$ cat src/sivm_params.svh
`ifndef SIVM_PARAMS_SVH
`define SIVM_PARAMS_SVH
// register word indices; byte address is four times the index
`define SIVM_IDX_WORD0 4'h0
`define SIVM_IDX_WORD1 4'h1
`define SIVM_IDX_WORD2 4'h2
`define SIVM_IDX_WORD3 4'h3
// vector layout
`define SIVM_VEC_WIDTH 128
`define SIVM_FB_LSB 64
`define SIVM_FB_WIDTH 32
`define SIVM_IN_LSB 96
`define SIVM_AUX_LSB 106
`define SIVM_AUX_WIDTH 22
`define SIVM_VEC_RESET 128'h0
`define SIVM_WORD_RESET 32'h0
`define SIVM_UNMAPPED_READ 32'h0
`endif

$ cat src/sivm_pkg.sv
package sivm_pkg;
   // settled dual channel levels, 1 = 24 V
   typedef struct packed {
      logic [3:0] dualChannelA;
      logic [3:0] dualChannelB;
      logic [3:0] antivalentCfg;
   } sivm_dual_s;
   // settled single and selector levels, 1 = 24 V
   typedef struct packed {
      logic singleInput4;
      logic selectorInputA;
      logic selectorInputB;
      logic selectorInputC;
      logic singleInput8;
      logic singleInput9;
   } sivm_single_s;
   typedef struct packed {
      logic [9:0] safeInBits;
   } sivm_map_s;
   typedef enum logic [0:0] {
      SIVM_IDLE = 1'b0,
      SIVM_RDATA = 1'b1
   } sivm_bus_e;
endpackage : sivm_pkg

$ cat src/sivm_snapshot_mem.sv
`include "sivm_params.svh"
// four word store written in one cycle, registered read
module sivm_snapshot_mem #(
   parameter int WORDS = 4
) (
   input wire logic sys_clk,
   input wire logic rst_n,
   input wire logic captureEn,
   input wire logic [WORDS*32-1:0] captureVec,
   input wire logic [1:0] readIdx,
   output logic [31:0] readData
);
   logic [31:0] mem [WORDS];

   always_ff @(posedge sys_clk or negedge rst_n)
   begin
      if (!rst_n)
      begin
         for (int i = 0; i < WORDS; i++)
         begin
            mem[i] <= `SIVM_WORD_RESET;
         end
         readData <= `SIVM_WORD_RESET;
      end
      else
      begin
         if (captureEn)
         begin
            for (int i = 0; i < WORDS; i++)
            begin
               mem[i] <= captureVec[i*32 +: 32];
            end
         end
         readData <= mem[readIdx];
      end
   end
endmodule : sivm_snapshot_mem

$ cat src/sivm_vector_mapper.sv
// Chosen here: the register addresses and the plain strobed port.
`include "sivm_params.svh"
module sivm_vector_mapper (
   input wire logic sys_clk,
   input wire logic rst_n,
   input wire sivm_pkg::sivm_dual_s dualIn,
   input wire sivm_pkg::sivm_single_s singleIn,
   input wire logic settledValid,
   input wire logic [`SIVM_FB_WIDTH-1:0] virtualOutputSignal,
   input wire logic [`SIVM_AUX_WIDTH-1:0] auxStatus,
   input wire logic [3:0] regAddr,
   input wire logic [31:0] regWdata,
   input wire logic regWrite,
   input wire logic regRead,
   output logic [`SIVM_VEC_WIDTH-1:0] logicVector,
   output logic [31:0] regRdata
);
   // ---------------------------------------------------------------
   // state
   // ---------------------------------------------------------------
   typedef struct packed {
      logic [`SIVM_VEC_WIDTH-1:0] vec;
      logic [1:0] rdIdx;
      logic rdMapped;
      sivm_pkg::sivm_bus_e bus;
      logic [31:0] rdata;
   } sivm_state_s;

   sivm_state_s state_reg;
   sivm_state_s state_next;
   sivm_pkg::sivm_map_s mapBits;
   logic [31:0] memData;

   // ---------------------------------------------------------------
   // mapping helpers
   // ---------------------------------------------------------------
   function automatic logic dual_map(input logic chA, input logic chB, input logic anti);
      // idle current: asserted when the pair sits in its safe state
      return anti ? (!chA && chB) : (!chA && !chB);
   endfunction : dual_map

   function automatic logic one_of_three(input logic me, input logic o1, input logic o2);
      return me && !o1 && !o2;
   endfunction : one_of_three

   always_comb
   begin
      mapBits = '0;
      for (int i = 0; i < 4; i++)
      begin
         mapBits.safeInBits[i] = dual_map(dualIn.dualChannelA[i], dualIn.dualChannelB[i],
                                          dualIn.antivalentCfg[i]);
      end
      mapBits.safeInBits[4] = singleIn.singleInput4;
      mapBits.safeInBits[5] = one_of_three(singleIn.selectorInputA, singleIn.selectorInputB,
                                           singleIn.selectorInputC);
      mapBits.safeInBits[6] = one_of_three(singleIn.selectorInputB, singleIn.selectorInputA,
                                           singleIn.selectorInputC);
      mapBits.safeInBits[7] = one_of_three(singleIn.selectorInputC, singleIn.selectorInputA,
                                           singleIn.selectorInputB);
      mapBits.safeInBits[8] = singleIn.singleInput8;
      mapBits.safeInBits[9] = singleIn.singleInput9;
   end

   // ---------------------------------------------------------------
   // next state
   // ---------------------------------------------------------------
   always_comb
   begin
      state_next = state_reg;
      if (settledValid)
      begin
         state_next.vec[`SIVM_FB_LSB-1:0] = '0;
         state_next.vec[`SIVM_FB_LSB +: `SIVM_FB_WIDTH] = virtualOutputSignal;
         state_next.vec[`SIVM_IN_LSB +: 10] = mapBits.safeInBits;
         state_next.vec[`SIVM_AUX_LSB +: `SIVM_AUX_WIDTH] = auxStatus;
      end
      state_next.bus = sivm_pkg::SIVM_IDLE;
      state_next.rdata = `SIVM_UNMAPPED_READ;
      if (regRead)
      begin
         state_next.bus = sivm_pkg::SIVM_RDATA;
         state_next.rdIdx = regAddr[1:0];
         state_next.rdMapped = (regAddr <= `SIVM_IDX_WORD3);
      end
   end

   always_ff @(posedge sys_clk or negedge rst_n)
   begin
      if (!rst_n)
      begin
         state_reg <= '{vec: `SIVM_VEC_RESET, rdIdx: 2'h0, rdMapped: 1'b0,
                        bus: sivm_pkg::SIVM_IDLE, rdata: 32'h0};
      end
      else
      begin
         state_reg <= state_next;
      end
   end

   // ---------------------------------------------------------------
   // readout
   // ---------------------------------------------------------------
   // whole vector captured in one cycle
   sivm_snapshot_mem #(
      .WORDS(4)
   ) u_snap (
      .sys_clk(sys_clk),
      .rst_n(rst_n),
      .captureEn(settledValid),
      .captureVec(state_next.vec),
      .readIdx(regAddr[1:0]),
      .readData(memData)
   );

   // word select, zero when not mapped or idle
   always_comb
   begin
      regRdata = (state_reg.bus == sivm_pkg::SIVM_RDATA && state_reg.rdMapped)
                 ? memData : `SIVM_UNMAPPED_READ;
   end

   assign logicVector = state_reg.vec;

   // ---------------------------------------------------------------
   // checks
   // ---------------------------------------------------------------
   a_reserved_zero: assert property (@(posedge sys_clk) disable iff (!rst_n)
      logicVector[63:0] == 64'h0) else $error("reserved bits not zero");

   a_fb_copy: assert property (@(posedge sys_clk) disable iff (!rst_n)
      settledValid |=> logicVector[95:64] == $past(virtualOutputSignal))
      else $error("feedback bits mismatch");

   a_dual_equiv: assert property (@(posedge sys_clk) disable iff (!rst_n)
      settledValid && !dualIn.antivalentCfg[0] |=>
      logicVector[96] == ($past(!dualIn.dualChannelA[0] && !dualIn.dualChannelB[0])))
      else $error("equivalent dual bit wrong");

   a_dual_anti: assert property (@(posedge sys_clk) disable iff (!rst_n)
      settledValid && dualIn.antivalentCfg[1] |=>
      logicVector[97] == ($past(!dualIn.dualChannelA[1] && dualIn.dualChannelB[1])))
      else $error("antivalent dual bit wrong");

   a_single_four: assert property (@(posedge sys_clk) disable iff (!rst_n)
      settledValid |=> logicVector[100] == $past(singleIn.singleInput4))
      else $error("bit 100 wrong");

   a_selector_excl: assert property (@(posedge sys_clk) disable iff (!rst_n)
      $countones(logicVector[103:101]) <= 1) else $error("selector not one of three");

   a_selector_b: assert property (@(posedge sys_clk) disable iff (!rst_n)
      settledValid && singleIn.selectorInputA |=> !logicVector[102])
      else $error("bit 102 set with a high");

   a_selector_c: assert property (@(posedge sys_clk) disable iff (!rst_n)
      settledValid && singleIn.selectorInputC && !singleIn.selectorInputA
      && !singleIn.selectorInputB |=> logicVector[103]) else $error("bit 103 not set");

   a_singles_hi: assert property (@(posedge sys_clk) disable iff (!rst_n)
      settledValid |=> logicVector[105:104] ==
      {$past(singleIn.singleInput9), $past(singleIn.singleInput8)})
      else $error("bits 104 105 wrong");

   a_hold_unsettled: assert property (@(posedge sys_clk) disable iff (!rst_n)
      !settledValid |=> $stable(logicVector)) else $error("vector moved unsettled");

   a_read_word: assert property (@(posedge sys_clk) disable iff (!rst_n)
      regRead && regAddr == 4'h2 && !settledValid |=> regRdata == logicVector[95:64])
      else $error("word 2 readout wrong");

   a_idle_zero: assert property (@(posedge sys_clk) disable iff (!rst_n)
      !regRead |=> regRdata == 32'h0) else $error("read data outside read slot");
endmodule : sivm_vector_mapper

$ cat config.mk
export PLATFORM = sky130hd
export DESIGN_NAME = sivm_vector_mapper
export DESIGN_NICKNAME = d
export VERILOG_FILES = /design/src/sivm_pkg.sv /design/src/sivm_snapshot_mem.sv /design/src/sivm_vector_mapper.sv
export VERILOG_INCLUDE_DIRS = /design/src
export SDC_FILE = /design/constraint.sdc
export NUM_CORES = 1
export LEC_CHECK = 0
export BUFFER_PORTS_ARGS = -buffer_cell sky130_fd_sc_hd__buf_2
export CORE_MARGIN = 2
export CORE_UTILIZATION = 41
export CTS_CLUSTER_DIAMETER = 60
export DETAILED_ROUTE_END_ITERATION = 7
export PLACE_DENSITY = 0.73
export SYNTH_ARGS = -nofsm -noshare
export SYNTH_HDL_FRONTEND = slang
export SYNTH_SLANG_ARGS = --single-unit
$ cat constraint.sdc
create_clock -name sys_clk -period 1.54 [get_ports sys_clk]
set_input_delay 0.308 -clock sys_clk [delete_from_list [all_inputs] [get_ports sys_clk]]
set_output_delay 0.308 -clock sys_clk [all_outputs]
set_load 0.02 [all_outputs]
* Word-level counts from Yosys, hierarchy flattened
Cells that the tools add are included.
** Storage, ports and cells
- Word-level logic and storage cells :: 47
- Flip-flop bits (word level) :: 290
** Operators by class
- Order comparisons :: 2
- Reduce and logical (&&, ||, !) cells :: 26
- Muxes and demuxes :: 10
- Bitwise gates (word level) :: 1
** Operators with widths (count)
- $mux 128 :: 1
- $mux 32 :: 3
- $bmux 32 s2 :: 1
- $logic_and 1x1->1 :: 15
- $logic_not 1->1 :: 11
- $mux 1 :: 5
- $le 4x2->1 const B :: 1
- $ge 3x3->1 const B :: 1
- $not 2->3 :: 1

* Logic depth before layout (Yosys ltp)
Gate-level depths: netlist of the first run.
- Word-level depth :: 4
- Depth in mapped cells :: 4
- Mapped depth without buffers :: 2

* Modules after synthesis
Synthesis of the first run repeated with hierarchy kept, for this count alone.
** Second synthesis, totals
- Cell total of the unflattened synthesis :: 798
- Area total of the unflattened synthesis :: 12141.6 um2
** By module, submodules not included
- sivm_snapshot_mem :: seq. area each 4003.8 um2, times used 1, cells an instance 341, area an instance 6357.3 um2
- sivm_vector_mapper :: seq. area each 3253.1 um2, times used 1, cells an instance 457, area an instance 5784.3 um2

* Least setup slack after synthesis of the first run
No wires, ideal clock.
- Kind :: input-to-reg
- Start point :: input regAddr[0]
- End point :: register u_snap.readData[0]
- Library setup time :: 0.138 ns
- Data arrival time :: 1.045 ns
- Required time :: 1.402 ns
- Cell stages on the path :: 3
- Slack :: 0.356 ns
- Path buffers :: 2
- Cell sequence :: buf_6 -> buf_12 -> mux4_2
** On the way
- Longest elaborated chain between the ends :: 4
** RTL lines
- from (decl) :: line sivm_vector_mapper.sv:11 : input wire logic [3:0] regAddr,
- $not 2->3 (not written as such) :: line sivm_snapshot_mem.sv:34 : readData <= mem[readIdx];
- $bmux 32 s2 :: line sivm_snapshot_mem.sv:34
- $mux 32 (not written as such) (2 in a row) :: line sivm_snapshot_mem.sv:34
- to (signal assigned) :: line sivm_snapshot_mem.sv:23 : readData <= `SIVM_WORD_RESET;
- to (signal assigned) :: line sivm_snapshot_mem.sv:34
- to (decl) :: line sivm_snapshot_mem.sv:11 : output logic [31:0] readData
No other way between the ends. The select of a mux whose other input is x is not followed.
A chain may end at the register's enable or synchronous reset.

* Worst setup path after layout of the first run
- Start point :: register state_reg[32] in the netlist's numbering
- End point :: output regRdata[21]
** On the way
- Longest elaborated chain between the ends :: 2
** RTL lines
- from (decl) :: line sivm_vector_mapper.sv:29 : sivm_state_s state_reg;
- from (signal assigned) :: line sivm_vector_mapper.sv:92 : state_reg <= '{vec: `SIVM_VEC_RESET, rdIdx: 2'h0, rdMapped: 1'b0,
- from (signal assigned) :: line sivm_vector_mapper.sv:97 : state_reg <= state_next;
- $logic_and 1x1->1 :: line sivm_vector_mapper.sv:119 : regRdata = (state_reg.bus == sivm_pkg::SIVM_RDATA && state_reg.rdMapped)
- $mux 32 (no line)
- to (decl) :: line sivm_vector_mapper.sv:16 : output logic [31:0] regRdata
No other way between the ends.

==> impl_metrics.toml, run 1 <==
[status]
status = "complete, but fails checks"
violations = "setup timing"

[power]
p_sw_uw = 4031
p_per_area_nw_per_um2 = 1203
switching_share = 0.2372
intPower_uw = 12960
p_seq_frac = 0.481
combinationalPowerShare = 0.091
clkPwrFrac = 0.429
p_leak_uw = 0.007386
vdd_drop_max_mv = 0.7274

[worst_hold_path]
hold_end = "u_snap.mem[4]$_DFFE_PN0P_"
whs_path_depth = 3
min_from = "singleIn[5]"
hp-class = "input pin to flip-flop"

[floorplan]
num_rows = 61
dieHeight_um = 172.6
core_area_sq_um = 27860
die_w_um = 172.6
boundaryPins = 273
initial_core_util = 0.4185
dieArea_sq_um = 29800

[timing]
finalHoldViolCount = 0
setup_violations = 32
finalCriticalPeriod_ps = 1793
slew_viol_final = 0
rsz0062_at_grt = "true"
clock.fmax_ghz = 0.5577
tightestPinTransition_ps = 418.6
slew-limit-headroom = 0.7209
postLayoutSetupSlackWorst_ps = -253.1
finalClockSkew_ps = 13.02
period_share = 1.164

[setup_path]
slowest_stage = "dfrtp_1"
r2r-start = "u_snap.mem[11]$_DFFE_PN0P_"
r2r_end = "u_snap.readData[11]$_DFF_PN0_"
required_ps = 1230
path_max_fanout = 22
cp-end-kind = "output port"
criticalPathCategory = "flip-flop to output port"
cpPeakStageDelay_ps = 410
start_kind = "flip-flop"
path_cells = "buf_12 -> and3_1 -> buf_4"
rrSetupSlack_ps = 510
reg2reg_depth = 1
worstPathArrival_ps = 1490

[placed_design]
port_buffers = 239
dp_hpwl_um = 15010
placed_cells_incl_taps = 1455
gp_congestion = 0.7602
dpl_cell_area_sq_um = 12500

[yosys]
syn_inst = 984
ys_seq_area_frac = 0.6225
synthesis.nets = 1097
synth_cell_types = 20
syn_area_per_cell_sq_um = 11.85
synth-seq-cells = 290
ys.warnings.count = 0
netlist_area_sq_um = 11660

[finish]
synthToLayoutAreaGrowth_pct = 21.19
final_common_cell = "dfrtp_1"
final_cell_mix = "290 x dfrtp_1, 205 x buf_2, 128 x inv_1, 128 x nor2b_1, 120 x o21ai_0"
multiInputGateArea_sq_um = 2708
final_cell_area_sq_um = 14130
seq_area_sq_um = 7257
fill_cells = 2387
nets = 1266
drive_above_1_share = 0.2968
stdcell_count = 1556

[clocking]
clock-sinks = 290
ctsLongestPathBuffers = 3
clk_pin_slew_ps = 60
htree_levels = 1
cts_tree = "yes"
post-cts-setup-buffers = 0
clkLatencyLatePin_ps = 540
cts_root_buf = "clkbuf_16"
cts_buffers = 31

[grt]
grt_max_degree = 83
grt_overflow = 0
grt_first_pass_wirelength_um = 39490
antenna_found_initial = 1
track_usage = 0.1613
grt_pass1_vias = 7557

[routing]
via_count = 7065
wl_per_cell_um = 15.22
ant_nets = 0
firstDrtPassIters = 4
drc = 0
wl_um = 23690
drt_iter0_markers = 399
via_per_inst = 4.540

[flow_run]
drv_cap = 0
-- metal layers --
metal  vias to the layer above  global-route usage  wire [um]
li1                       3327                   -          -
met4                         0             0.04416        501
met1                      3476              0.2168      10490
met5                         -                   0          0
met2                       218              0.2647      11260
met3                        44             0.03672       1436
-- per-stage QoR --
step | total power [uW] | utilization | setup slack, ps | TNS (ps) | hold WS, ps
finish | 16990 | 0.5071 | -253.1 | -7065 | 24.23
global route | 17760 | 0.5070 | -315.2 | -9192 | 19.26
CTS | 17230 | 0.5063 | -289.3 | -8395 | 2.592
detailed placement | 9745 | 0.4488 | 167.7 | 0 | 195.9
global placement | 9697 | 0.4488 | 194.7 | 0 | 192.2
floorplan | 9240 | - | 356.4 | 0 | 12.41
-- worst max-delay path by stage --
| stage | start | endpoint |
|---|---|---|
| final | state_reg[32]$_DFF_PN0_ | regRdata[21] |
| after global placement | regAddr[0] | u_snap.readData[0]$_DFF_PN0_ |
| after floorplan | regAddr[0] | u_snap.readData[0]$_DFF_PN0_ |
| after global routing | state_reg[32]$_DFF_PN0_ | regRdata[21] |
| after detailed placement | regAddr[0] | u_snap.readData[0]$_DFF_PN0_ |
| after CTS | state_reg[32]$_DFF_PN0_ | regRdata[9] |
-- power groups by stage --
stage | clock, uW | sequential (uW) | combinational (uW)
final | 7280 | 8170 | 1540
after global routing | 7840 | 8210 | 1720
after CTS | 7500 | 8170 | 1560
after floorplan | 0 | 8240 | 997
after global placement | 0 | 8280 | 1410
after detailed placement | 0 | 8300 | 1450
-- logic make-up (layout without fill, tap and decap cells) --
group,count (synthesis),count (layout),share of synthesized area
simple gates,225,225,0.1096
other cells,0,2,0
compound gates,128,128,0.05581
mux,33,33,0.06343
buf+inv,304,496,0.1456
flops,290,290,0.6225
xor+xnor,4,4,0.003005
-- worst max-delay path: cells and delay by family, from the launching register on --
family / cells / cell delay (ps)
and+or+nand+nor: 1 / 190
buffers and inverters: 2 / 340
DFF: 1 / 410
-- area by class of cell --
class	count	area share
Antenna cell	2	0.0003543
Clock buffer	42	0.05996
Tap cell	378	0.03348
Multi-Input combinational cell	390	0.1917
Timing Repair Buffer	312	0.1554
Sequential cell	290	0.5137
Clock inverter	14	0.01143
Inverter	128	0.03401
-- repair_timing --
| item | 4_1_cts | 5_1_grt |
|---|---|---|
| hold buffers | 43 | 0 |
| hold endpoints to repair | 241 | 0 |
| resized for setup | 53 | 5 |
| setup endpoints to repair | 32 | 32 |
-- Yosys cell counts, drive strengths merged --
library cell	number	area, sq um
nor2	1	3.750
nor2b	128	800.8
mux2	1	11.26
nand2b	4	25.02
and3	32	200.2
nand2	57	214.0
buf	149	1116
clkbuf	27	101.4
inv	128	480.5
mux4	32	728.2
o22ai	8	50.05
dfrtp	290	7257
o21ai	120	600.6
nand4bb	3	33.78
xor2	4	35.03
Power figures use the tool's default switching activity.
==> run 2: changes to the inputs <==
- CORE_UTILIZATION: 41 -> 24
- PLACE_DENSITY: 0.73 -> 0.51
==> impl_metrics.toml, run 2 (synthesis gave the netlist of run 1 again) <==
[setup_path]
path_max_fanout = 6
criticalPathCategory = "flip-flop to output port"
r2r-start = "u_snap.mem[44]$_DFFE_PN0P_"
start_kind = "flip-flop"
rrSetupSlack_ps = 500
required_ps = 1230
cp-end-kind = "output port"
worstPathArrival_ps = 1520
r2r_end = "u_snap.readData[12]$_DFF_PN0_"
reg2reg_depth = 1

[power]
combinationalPowerShare = 0.084
p_per_area_nw_per_um2 = 1276
switching_share = 0.2478
intPower_uw = 14320
p_sw_uw = 4718
p_leak_uw = 0.007603
vdd_drop_max_mv = 0.5433
p_seq_frac = 0.430
clkPwrFrac = 0.485

[floorplan]
dieArea_sq_um = 50350
num_rows = 80
boundaryPins = 273
dieHeight_um = 224.4
die_w_um = 224.4
core_area_sq_um = 47850
initial_core_util = 0.2436

[finish]
synthToLayoutAreaGrowth_pct = 27.94
antenna_cells = 0
final_common_cell = "dfrtp_1"
final_cell_mix = "288 x dfrtp_1, 214 x buf_2, 128 x inv_1, 128 x nor2b_1, 120 x o21ai_0"
nets = 1288
fin_util = 0.3117
drive_above_1_share = 0.3145

[flow_run]
drv_cap = 0

[status]
violations = "setup timing"
status = "complete, but fails checks"

[clocking]
cts_buffers = 40
clock-sinks = 290
clkLatencyLatePin_ps = 560
cts_root_buf = "clkbuf_16"
cts_tree = "yes"
post-cts-setup-buffers = 0
clk_pin_slew_ps = 50
ctsLongestPathBuffers = 3
htree_levels = 2

[timing]
finalCriticalPeriod_ps = 1829
clock.fmax_ghz = 0.5469
tightestPinTransition_ps = 498.3
slew-limit-headroom = 0.6678
rsz0062_at_grt = "true"
setup_violations = 32
slew_viol_final = 0
period_share = 1.187
postLayoutSetupSlackWorst_ps = -288.5
finalHoldViolCount = 0
finalClockSkew_ps = 30.26
totalNegativeSetupSlack_ps = -8336

[grt]
antenna_found_initial = 1
track_usage = 0.1105
grt_pass1_vias = 7348
grt_max_degree = 65
grt_overflow = 0
grt_first_pass_wirelength_um = 42940

[routing]
wl_per_cell_um = 15.14
drt_iter0_markers = 332
wl_um = 27560
via_count = 7062
ant_nets = 0
firstDrtPassIters = 4
via_per_inst = 3.880
drc = 0

[placed_design]
dp_hpwl_um = 17970
port_buffers = 239
gp_congestion = 0.7101
dp_slack_ps = 76.10

[worst_hold_path]
hold_end = "logicVector[79]$_DFF_PN0_"
hp-class = "input pin to flip-flop"
whs_path_depth = 3
min_from = "virtualOutputSignal[15]"
==> run 2: cell types whose count changed in the layout (fill, tap and decap cells not counted), moves of 4 or more <==
cell and change:
buf_2 +9, and3_1 -9, buf_6 -4, dlygate4sd3_1 +9, and3_4 +9, inv_8 +4, buf_4 -6, clkbuf_16 +10
==> run 2: through the flow <==
stage / hold WS, ps / total power (uW) / instances / instance area, sq um
floorplan: 12.41 / 9240 / 984 / 11660
global placement: 230.2 / 9798 / 1694 / 12860
detailed placement: 225.6 / 9826 / 1694 / 12860
CTS: 2.315 / 19410 / 1819 / 14850
global route: 16.45 / 19990 / 1820 / 14910
finish: 33.47 / 19040 / 1820 / 14910
==> run 2: worst max path at each step <==
| stage | start | to | slack, ps |
|---|---|---|---|
| global placement | settledValid | logicVector[95]$_DFF_PN0_ | 90 |
| CTS | state_reg[33]$_DFFE_PN0P_ | regRdata[13] | -350 |
| floorplan | regAddr[0] | u_snap.readData[0]$_DFF_PN0_ | 360 |
| detailed placement | regAddr[0] | u_snap.readData[26]$_DFF_PN0_ | 80 |
| global route | state_reg[32]$_DFF_PN0_ | regRdata[0] | -360 |
| finish | state_reg[32]$_DFF_PN0_ | regRdata[0] | -290 |
==> run 2: power groups by stage <==
stage / Clock (uW) / Combinational [uW] / Sequential (uW)
finish: 9240 / 1610 / 8190
global route: 9970 / 1790 / 8230
CTS: 9580 / 1640 / 8190
detailed placement: 0 / 1510 / 8320
global placement: 0 / 1490 / 8310
floorplan: 0 / 997 / 8240
==> run 2: repair_timing <==
item | in CTS | in global routing
setup endpoints to repair | 32 | 32
gates cloned | 1 | 1
resized for setup | 41 | 16
endpoints found under the hold margin | 188 | 0
hold buffers | 52 | 0
==> run 2: per-layer routing <==
metal	vias to the layer above	track usage	share of wire
li1	3383	-	-
met1	3485	0.1411	0.44
met2	145	0.1787	0.49
met3	47	0.02939	0.048
met4	2	0.04337	0.029
met5	-	0	0.00047
==> run 2: area by class of cell <==
type / count / area, sq um
timing repair buffer: 325 / 2316
inverter: 128 / 480.5
sequential: 290 / 7259
tap: 615 / 769.5
multi-input combinational: 390 / 2753
fill: 4825 / 32930
clock inverter: 18 / 221.5
clock buffer: 54 / 1115
==> run 2: critical path, stage by stage, from the launching register on <==
cell     delay [ps]
dfrtp_2         420
buf_6           180
and3_4          220
buf_2           160
